## src/urm_pkg.sv

```systemverilog
package urm_pkg;
   localparam logic [4:0] ADDR_MAX = 5'h19;
   localparam logic [4:0] ADDR_PROFILE_6 = 5'h14;
   localparam logic [4:0] ADDR_PROFILE_7 = 5'h15;
   localparam logic [4:0] ADDR_RAM_WORD = 5'h16;
   localparam logic [4:0] ADDR_GPIO_DIR = 5'h18;
   localparam logic [4:0] ADDR_GPIO_VAL = 5'h19;
   localparam logic [63:0] PROFILE_RESET = 64'h0;
   localparam logic [31:0] RAM_WORD_RESET = 32'h0;
   localparam logic [15:0] GPIO_RESET = 16'h0;
   // single-tone profile field positions
   localparam int ST_ASF_HI = 61;
   localparam int ST_ASF_LO = 48;
   localparam int POW_HI = 47;
   localparam int POW_LO = 32;
   localparam int FTW_HI = 31;
   localparam int FTW_LO = 0;
   // quadrature profile field positions
   localparam int QD_RATE_HI = 63;
   localparam int QD_RATE_LO = 58;
   localparam int QD_INVERT = 57;
   localparam int QD_BYPASS = 56;
   localparam int QD_OSF_HI = 55;
   localparam int QD_OSF_LO = 48;

   typedef struct packed {
      logic [63:0] profile_6;
      logic [63:0] profile_7;
      logic [31:0] ram_word;
      logic [15:0] gpio_dir;
      logic [15:0] gpio_val;
   } urm_regs_t;

   typedef struct packed {
      logic [13:0] amp_scale;
      logic [15:0] phase_offset;
      logic [31:0] freq_tuning;
   } urm_tone_t;

   typedef struct packed {
      logic [5:0] interp_rate;
      logic spectral_invert;
      logic interp_comb_filter_bypass;
      logic [7:0] out_scale;
      logic [15:0] phase_offset;
      logic [31:0] freq_tuning;
   } urm_quad_t;

   typedef struct packed {
      urm_regs_t stage;
      urm_regs_t active;
      logic [2:0] profile_sel;
   } urm_state_t;
endpackage

```

## src/urm_regmap.sv

```systemverilog
`timescale 1ns/1ns
`default_nettype none
// How it works
// - decode addresses 0x00 to 0x19 only
// - twenty registers; listed gaps unimplemented
// - each register has its own byte length
// - staged writes go live on update/profile change
// - bit zero is least significant bit
// - profile 7 single-tone amplitude, phase, frequency
// - quadrature top byte: rate, invert, bypass
// - RAM word, GPIO config and data registers
module urm_regmap (
   input wire logic MCLK,
   input wire logic RST_N,
   input wire logic [4:0] REG_ADDR,
   input wire logic REG_WR,
   input wire logic [63:0] REG_WDATA,
   output logic [63:0] REG_RDATA,
   output logic [3:0] REG_NBYTES,
   input wire logic IO_UPDATE,
   input wire logic [2:0] PROFILE,
   input wire logic [19:0] LOW_RDATA,
   output logic [63:0] PROFILE_6_ACT,
   output logic [63:0] PROFILE_7_ACT,
   output urm_pkg::urm_tone_t PROFILE_7_TONE,
   output urm_pkg::urm_quad_t PROFILE_7_QUAD,
   output urm_pkg::urm_quad_t PROFILE_6_QUAD,
   output logic [31:0] RAM_WORD,
   output logic [15:0] GPIO_DIR,
   output logic [15:0] GPIO_VAL
);
   urm_pkg::urm_state_t st_r;
   urm_pkg::urm_state_t st_nxt;
   logic [2:0] prof_s1_r;
   logic [2:0] prof_s2_r;
   logic upd_s1_r;
   logic upd_s2_r;
   logic upd_old_r;
   logic go_live;

   // byte length per address, zero where unused
   function automatic logic [3:0] nbytes(input logic [4:0] a);
      logic [3:0] n;
      n = 4'h0;
      if (a > urm_pkg::ADDR_MAX) begin
         n = 4'h0;
      end else if (a == 5'h07 || a == 5'h08 || a == 5'h17 ||
         (a >= 5'h0b && a <= 5'h0d)) begin
         n = 4'h0;
      end else if (a >= 5'h0e && a <= urm_pkg::ADDR_PROFILE_7) begin
         n = 4'h8;
      end else if (a == urm_pkg::ADDR_GPIO_DIR ||
         a == urm_pkg::ADDR_GPIO_VAL) begin
         n = 4'h2;
      end else begin
         n = 4'h4;
      end
      return n;
   endfunction

   // pin-side inputs synchronised
   always_ff @(posedge MCLK or negedge RST_N) begin
      if (!RST_N) begin
         prof_s1_r <= 3'h0;
         prof_s2_r <= 3'h0;
         upd_s1_r <= 1'h0;
         upd_s2_r <= 1'h0;
         upd_old_r <= 1'h0;
      end else begin
         prof_s1_r <= PROFILE;
         prof_s2_r <= prof_s1_r;
         upd_s1_r <= IO_UPDATE;
         upd_s2_r <= upd_s1_r;
         upd_old_r <= upd_s2_r;
      end
   end

   assign go_live = (upd_s2_r && !upd_old_r) ||
      (prof_s2_r != st_r.profile_sel);

   always_comb begin
      st_nxt = st_r;
      st_nxt.profile_sel = prof_s2_r;
      if (REG_WR) begin
         case (REG_ADDR)
            urm_pkg::ADDR_PROFILE_6: begin
               st_nxt.stage.profile_6 = REG_WDATA;
            end
            urm_pkg::ADDR_PROFILE_7: begin
               st_nxt.stage.profile_7 = REG_WDATA;
            end
            urm_pkg::ADDR_RAM_WORD: begin
               st_nxt.stage.ram_word = REG_WDATA[31:0];
            end
            urm_pkg::ADDR_GPIO_DIR: begin
               st_nxt.stage.gpio_dir = REG_WDATA[15:0];
            end
            urm_pkg::ADDR_GPIO_VAL: begin
               st_nxt.stage.gpio_val = REG_WDATA[15:0];
            end
            default: begin
               st_nxt.stage = st_nxt.stage;
            end
         endcase
      end
      if (go_live) begin
         st_nxt.active = st_nxt.stage;
      end
   end

   always_ff @(posedge MCLK or negedge RST_N) begin
      if (!RST_N) begin
         st_r.stage.profile_6 <= urm_pkg::PROFILE_RESET;
         st_r.stage.profile_7 <= urm_pkg::PROFILE_RESET;
         st_r.stage.ram_word <= urm_pkg::RAM_WORD_RESET;
         st_r.stage.gpio_dir <= urm_pkg::GPIO_RESET;
         st_r.stage.gpio_val <= urm_pkg::GPIO_RESET;
         st_r.active.profile_6 <= urm_pkg::PROFILE_RESET;
         st_r.active.profile_7 <= urm_pkg::PROFILE_RESET;
         st_r.active.ram_word <= urm_pkg::RAM_WORD_RESET;
         st_r.active.gpio_dir <= urm_pkg::GPIO_RESET;
         st_r.active.gpio_val <= urm_pkg::GPIO_RESET;
         st_r.profile_sel <= 3'h0;
      end else begin
         st_r <= st_nxt;
      end
   end

   // readback of staged values, LOW_RDATA for used addresses below 0x14, zero where unused
   always_comb begin
      REG_NBYTES = nbytes(REG_ADDR);
      case (REG_ADDR)
         urm_pkg::ADDR_PROFILE_6: begin
            REG_RDATA = st_r.stage.profile_6;
         end
         urm_pkg::ADDR_PROFILE_7: begin
            REG_RDATA = st_r.stage.profile_7;
         end
         urm_pkg::ADDR_RAM_WORD: begin
            REG_RDATA = {32'h0, st_r.stage.ram_word};
         end
         urm_pkg::ADDR_GPIO_DIR: begin
            REG_RDATA = {48'h0, st_r.stage.gpio_dir};
         end
         urm_pkg::ADDR_GPIO_VAL: begin
            REG_RDATA = {48'h0, st_r.stage.gpio_val};
         end
         default: begin
            REG_RDATA = 64'h0;
            if (nbytes(REG_ADDR) != 4'h0) begin
               REG_RDATA = {44'h0, LOW_RDATA};
            end
         end
      endcase
   end

   // field views, bit zero the lsb
   assign PROFILE_6_ACT = st_r.active.profile_6;
   assign PROFILE_7_ACT = st_r.active.profile_7;
   assign PROFILE_7_TONE.amp_scale =
      st_r.active.profile_7[urm_pkg::ST_ASF_HI:urm_pkg::ST_ASF_LO];
   assign PROFILE_7_TONE.phase_offset =
      st_r.active.profile_7[urm_pkg::POW_HI:urm_pkg::POW_LO];
   assign PROFILE_7_TONE.freq_tuning =
      st_r.active.profile_7[urm_pkg::FTW_HI:urm_pkg::FTW_LO];
   assign PROFILE_7_QUAD = st_r.active.profile_7;
   assign PROFILE_6_QUAD = st_r.active.profile_6;
   assign RAM_WORD = st_r.active.ram_word;
   assign GPIO_DIR = st_r.active.gpio_dir;
   assign GPIO_VAL = st_r.active.gpio_val;
endmodule
`default_nettype wire

```

## config.mk

```make
export PLATFORM = sky130hd
export DESIGN_NAME = urm_regmap
export DESIGN_NICKNAME = d
export VERILOG_FILES = /design/src/urm_pkg.sv /design/src/urm_regmap.sv
export SDC_FILE = /design/constraint.sdc
export NUM_CORES = 1
export LEC_CHECK = 0
export BUFFER_PORTS_ARGS = -buffer_cell sky130_fd_sc_hd__buf_2
export CORE_AREA = 4 4 210 212
export CTS_CLUSTER_DIAMETER = 30
export DETAILED_ROUTE_END_ITERATION = 6
export DIE_AREA = 0 0 214 216
export GPL_TIMING_DRIVEN = 0
export PLACE_DENSITY = 0.75
export SLEW_MARGIN = 10
export SYNTH_ARGS = -nofsm -noshare
export SYNTH_HDL_FRONTEND = slang
export SYNTH_SLANG_ARGS = --single-unit
```

## constraint.sdc

```tcl
create_clock -name MCLK -period 6.15 [get_ports MCLK]
set_input_delay 1.23 -clock MCLK [delete_from_list [all_inputs] [get_ports MCLK]]
set_output_delay 1.23 -clock MCLK [all_outputs]
set_load 0.05 [all_outputs]
```

==> impl_metrics.yaml, run 1 <==
job:
  maxCapViolCount: 0
synth:
  synth_area_leader_cell: "dfrtp_1"
  synth_warnings: 0
  avgSynthCellArea_um2: 13.0
  ys_top_cells_by_area: "dfrtp_1 51%, mux2_2 19%, buf_4 15%"
  synth_top_area_frac: 0.513
  synth_cells: 1484
  ys_seq_area_frac: 0.513
  syn_nets: 1580
  synth_cell_types: 36
  synth-seq-cells: 396
  syn_area_um2: 19300
  synthFlopType: "dfrtp_1"
  async_flop_share: 1.00
  synth_enable_flop_cells: 0
timing:
  timing.final.crit_share: 0.899
  maxSlewViolCount: 0
  setup_viol: 0
  finClkSkew_ns: 0.0205
  timing_hold_violations_final: 0
  rsz0062_at_grt: "no"
  worst_slew_pin_slew_ns: 1.23
  fin_ws_ns: 0.620
  finalCriticalPeriod_ns: 5.53
  fmax_ghz: 0.181
  slew-limit-headroom: 0.177
  tns_ns: 0
hold_path:
  hp-class: "register to register"
status:
  outcome: "completed"
finish:
  layout-drive-gt1-share: 0.682
  final_common_cell: "buf_2"
  most-common-layout-cells: "557 x buf_2, 396 x dfrtp_1, 385 x buf_4"
  fin_nets: 2211
  syn_to_final_growth_pct: 33.1
setup_path:
  r2r_start: "upd_s2_r"
  r2r-end: "PROFILE_7_ACT[60]"
  cp-start-kind: "primary input"
  critPathRequiredTime_ns: 4.92
  cp.arrival_ns: 4.30
  startpoint: "REG_ADDR[3]"
  path_max_fanout: 10
  crit_path_end: "REG_RDATA[0]"
  r2r_setup_slack_ns: 3.35
  r2r_cells: 5
  end_kind: "primary output"
  path_class: "primary input to primary output"
grt:
  grt_pass1_wl_um: 87300
  grt_max_degree: 114
  grt_util_all_layers: 0.242
  grt-ovfl-total: 0
  grt_pass1_vias: 14800
  antenna_found_initial: 7
detailed_routing:
  firstDrtPassIters: 7
  vias: 13700
  wl_per_cell_um: 21.2
  drc: 0
  drt_wl_total_um: 57600
  drtIter0Drc: 945
  viasPerCell: 5.04
  ant_nets: 0
clock_tree:
  clockBufferDepth: 3
  cts.sinks: 396
  cts_hold_buffers: 0
  post_cts_resized: 0
  cts_tree: "built"
  htree_levels: 3
  cts_buffers: 84
  cts_setup_buffers: 0
  root_buffer: "clkbuf_16"
  path_clk_slew_ns: 0.05
  worstSkewPairLatency_ns: 0.60
placed_design:
  numPortBuffers: 542
  gp_congestion: 0.868
  post-place-ws_ns: 0.545
  dpl.hpwl_um: 42000
floorplanning:
  ios: 546
  dieArea_um2: 46200
  core_um2: 41900
  die_x_um: 214
  num_rows: 75
  start_util: 0.460
  die_y_um: 216
pwr:
  irDropWorstVdd_mv: 0.319
  total_power_mw: 12.6
  power_leakage_nw: 13.8
  power_density_nw_per_um2: 490
==> flip-flops by register name, indices dropped and copies added, names as in the netlist, 3 cells and up <==
signal	count
GPIO_DIR	16
GPIO_VAL	16
PROFILE_6_ACT	64
PROFILE_7_ACT	64
RAM_WORD	32
prof_s1_r	3
prof_s2_r	3
st_r	195
==> Yosys cell counts (2+ instances only) <==
| library cell | number |
|---|---|
| mux2i_1 | 20 |
| clkbuf_1 | 36 |
| o21ai_0 | 20 |
| buf_2 | 16 |
| mux2_4 | 55 |
| nor2b_1 | 13 |
| nor2_1 | 48 |
| a21oi_1 | 23 |
| nand3b_1 | 2 |
| inv_1 | 2 |
| buf_6 | 8 |
| o21bai_1 | 2 |
| a311oi_1 | 16 |
| mux2_2 | 329 |
| nand2b_1 | 5 |
| dfrtp_1 | 396 |
| a222oi_1 | 8 |
| and3_1 | 2 |
| xnor2_1 | 3 |
| a211o_1 | 4 |
| nand2_1 | 23 |
| a22o_1 | 48 |
| buf_1 | 8 |
| buf_4 | 385 |
==> critical path, stage by stage <==
cell and delay [ns]:
buf_2 0.12, buf_2 0.17, nand3b_1 0.36, nor3_2 0.60, clkbuf_1 0.76, nand2_1 0.23
a311oi_1 0.48, buf_2 0.35
==> worst min path at each step <==
stage,startpoint,endpoint,slack (ns),cells past startpoint
2_1_floorplan,prof_s1_r[0],prof_s2_r[0],0.33,0
3_3_place_gp,prof_s1_r[1],prof_s2_r[1],0.33,0
3_5_place_dp,upd_s1_r,upd_s2_r,0.34,0
4_1_cts,prof_s1_r[2],prof_s2_r[2],0.36,0
5_1_grt,prof_s1_r[2],prof_s2_r[2],0.37,0
6_report,prof_s1_r[2],prof_s2_r[2],0.36,0
==> stage by stage <==
step                hold slack [ns]  area (um^2)  utilization  instances
floorplan                     0.331        19300            -       1484
global route                  0.372        25700        0.613       2721
detailed placement            0.342        22800        0.543       2568
finish                        0.361        25700        0.613       2721
CTS                           0.361        25700        0.613       2715
global placement              0.331        22700        0.541       2565
==> cell families (layout without fill, tap and decap cells) <==
logic type	count (synthesis)	count (layout)	share of synthesized area
multiplexers	404	404	0.245
flip-flops	396	396	0.513
XOR/XNOR	3	3	0.00136
buffers and inverters	455	1147	0.167
AO/OA/AOI/OAI	125	125	0.0485
AND/OR/NAND/NOR	100	100	0.0247
other	1	7	0.000194
==> report_power, final <==
group,total (mW),internal [mW],switching [mW]
Sequential,3.58,3.15,0.431
Combinational,4.50,1.57,2.93
Clock,4.52,3.09,1.43
Total,12.6,7.81,4.79
==> metal layers <==
metal	part of all wire	global-route usage
met2	0.50	0.415
met1	0.40	0.296
met5	0.00036	0
met3	0.065	0.0599
met4	0.035	0.0973
==> cell type report <==
class | instances | area [um^2]
clock inverters | 38 | 478
flip-flops and latches | 396 | 9910
inverters | 2 | 7.51
fillers | 3230 | 16200
plain buffers | 453 | 3230
repair buffers | 545 | 2810
well taps | 539 | 674
diodes | 6 | 15.0
clock buffers | 109 | 2420
multi-input cells | 633 | 6170
Note: power is estimated with default switching activity, not from simulation.
==> run 2: changes to the inputs <==
- CORE_AREA: 4 4 210 212 -> 4 4 208 210
- DIE_AREA: 0 0 214 216 -> 0 0 212 214
- PLACE_DENSITY: 0.75 -> 0.76
- clock period: 6.15 -> 5.6 ns (I/O delays scaled with it)
==> run 2 against run 1 <==
Against the previous run:
- total power is 12% higher
- non-clock buffer count is the same
- global-route usage is 0.65 points higher
- via count rose by 1.1%
- clock-buffer cell count rose by 5
- critical path depth stayed put
- core utilization increased by 1.0 points
- sequential share of layout area is 0.29 points lower
- cell count up 0.51%
- first-iteration DRC count fell by 5.3%
- hold slack worse by 0.016 ns
- clock skew shrank 0.00087 ns
==> impl_metrics.yaml, run 2 (synthesis results as in run 1) <==
clock_tree:
  clockBufferDepth: 3
  cts.sinks: 396
  cts_buffers: 87
  worstSkewPairLatency_ns: 0.60
  htree_levels: 3
  cts_hold_buffers: 0
  post_cts_resized: 0
  root_buffer: "clkbuf_16"
  cts_tree: "built"
  cts_setup_buffers: 0
  path_clk_slew_ns: 0.04
timing:
  slew-limit-headroom: 0.124
  timing.final.crit_share: 0.933
  fmax_ghz: 0.191
  finalCriticalPeriod_ns: 5.22
  timing_hold_violations_final: 0
  fin_ws_ns: 0.376
  rsz0062_at_grt: "no"
  maxSlewViolCount: 0
  setup_viol: 0
  worst_slew_pin_slew_ns: 1.31
  finClkSkew_ns: 0.0197
status:
  outcome: "completed"
placed_design:
  dpl_cell_area_um2: 22800
  post-place-ws_ns: 0.280
  numPortBuffers: 542
  dpl.hpwl_um: 41500
  gp_congestion: 0.903
floorplanning:
  start_util: 0.465
  core_um2: 41600
  num_rows: 75
  ios: 546
  dieArea_um2: 45400
  die_y_um: 214
  die_x_um: 212
finish:
  top_register: "st_r"
  syn_to_final_growth_pct: 34.1
  regArea_um2: 9910
  fin_area_um2: 25900
  layout-drive-gt1-share: 0.680
  final_common_cell: "buf_2"
  multi_input_area_um2: 6170
  fill_cells: 3135
  largest_register_ffs: 195
  fin_util: 0.623
  most-common-layout-cells: "557 x buf_2, 396 x dfrtp_1, 385 x buf_4"
  fin_nets: 2214
detailed_routing:
  drt_wl_total_um: 58100
  drc: 0
  viasPerCell: 5.07
  wl_per_cell_um: 21.2
  ant_nets: 0
  drtIter0Drc: 895
  firstDrtPassIters: 6
  vias: 13900
setup_path:
  path_class: "primary input to primary output"
  path_max_fanout: 10
  critPathRequiredTime_ns: 4.48
  end_kind: "primary output"
  cp.arrival_ns: 4.10
  cp-start-kind: "primary input"
  startpoint: "REG_ADDR[3]"
  r2r_start: "prof_s2_r[2]"
grt:
  grt_pass1_vias: 14700
  grt_util_all_layers: 0.249
  grt_pass1_wl_um: 87500
  grt_max_degree: 113
  antenna_found_initial: 13
  grt-ovfl-total: 0
pwr:
  power_density_nw_per_um2: 547
  p_comb_frac: 0.349
  internal-power_mw: 8.84
  power_leakage_nw: 13.9
  power_frac_seq: 0.278
  swShare: 0.376
  irDropWorstVdd_mv: 0.395
  p_switching_mw: 5.33
  total_power_mw: 14.2
  p_clk_frac: 0.373
hold_path:
  hold_start: "prof_s1_r[1]"
  hp-class: "register to register"
job:
  maxCapViolCount: 0
run 2: per-stage QoR:
step	TNS [ns]	std cells	hold WS, ns
after detailed placement	0	2568	0.336
after global routing	0	2734	0.348
after CTS	0	2727	0.345
after floorplan	0	1484	0.331
final	0	2735	0.345
after global placement	-1597.93	2565	0.332
run 2: final timing paths:
| path | end | slack (ns) | cells past startpoint |
|---|---|---|---|
| max in group asynchronous | st_r[346] | 3.22 | 4 |
| min in group asynchronous | PROFILE_6_ACT[41] | 0.52 | 1 |
| setup / recovery | REG_RDATA[0] | 0.38 | 8 |
| hold / removal | prof_s2_r[1] | 0.35 | 0 |
| hold reg to reg | prof_s2_r[1] | 0.35 | 0 |
| setup reg to reg | PROFILE_6_ACT[24] | 2.81 | 5 |
run 2: layout make-up:
| cell class | instances | share of cell area |
|---|---|---|
| Clock buffer | 114 | 0.0939 |
| Tap cell | 539 | 0.0260 |
| Clock inverter | 45 | 0.0253 |
| Timing Repair Buffer | 545 | 0.108 |
| Buffer | 453 | 0.125 |
| Multi-Input combinational cell | 633 | 0.238 |
| Antenna cell | 8 | 0.000773 |
| Inverter | 2 | 0.000290 |
| Sequential cell | 396 | 0.383 |
run 2: worst max-delay path, stage by stage:
cell and delay [ns]:
buf_2 0.12, buf_2 0.17, nand3b_1 0.35, nor3_2 0.61
clkbuf_1 0.76, nand2_1 0.11, a311oi_1 0.50, buf_2 0.36
run 2: routing by layer:
metal / GRT usage / routed length (um)
met5: 0 / 47
met4: 0.111 / 2040
met3: 0.0524 / 3830
met2: 0.412 / 28800
met1: 0.314 / 23400
run 2: power groups by stage:
stage	clock network, mW	registers (mW)	logic [mW]
2_1_floorplan	0	3.76	4.04
3_5_place_dp	0	3.95	4.94
6_report	5.29	3.93	4.94
3_3_place_gp	0	3.92	4.87
4_1_cts	5.35	3.93	4.97
5_1_grt	5.52	4.00	5.15
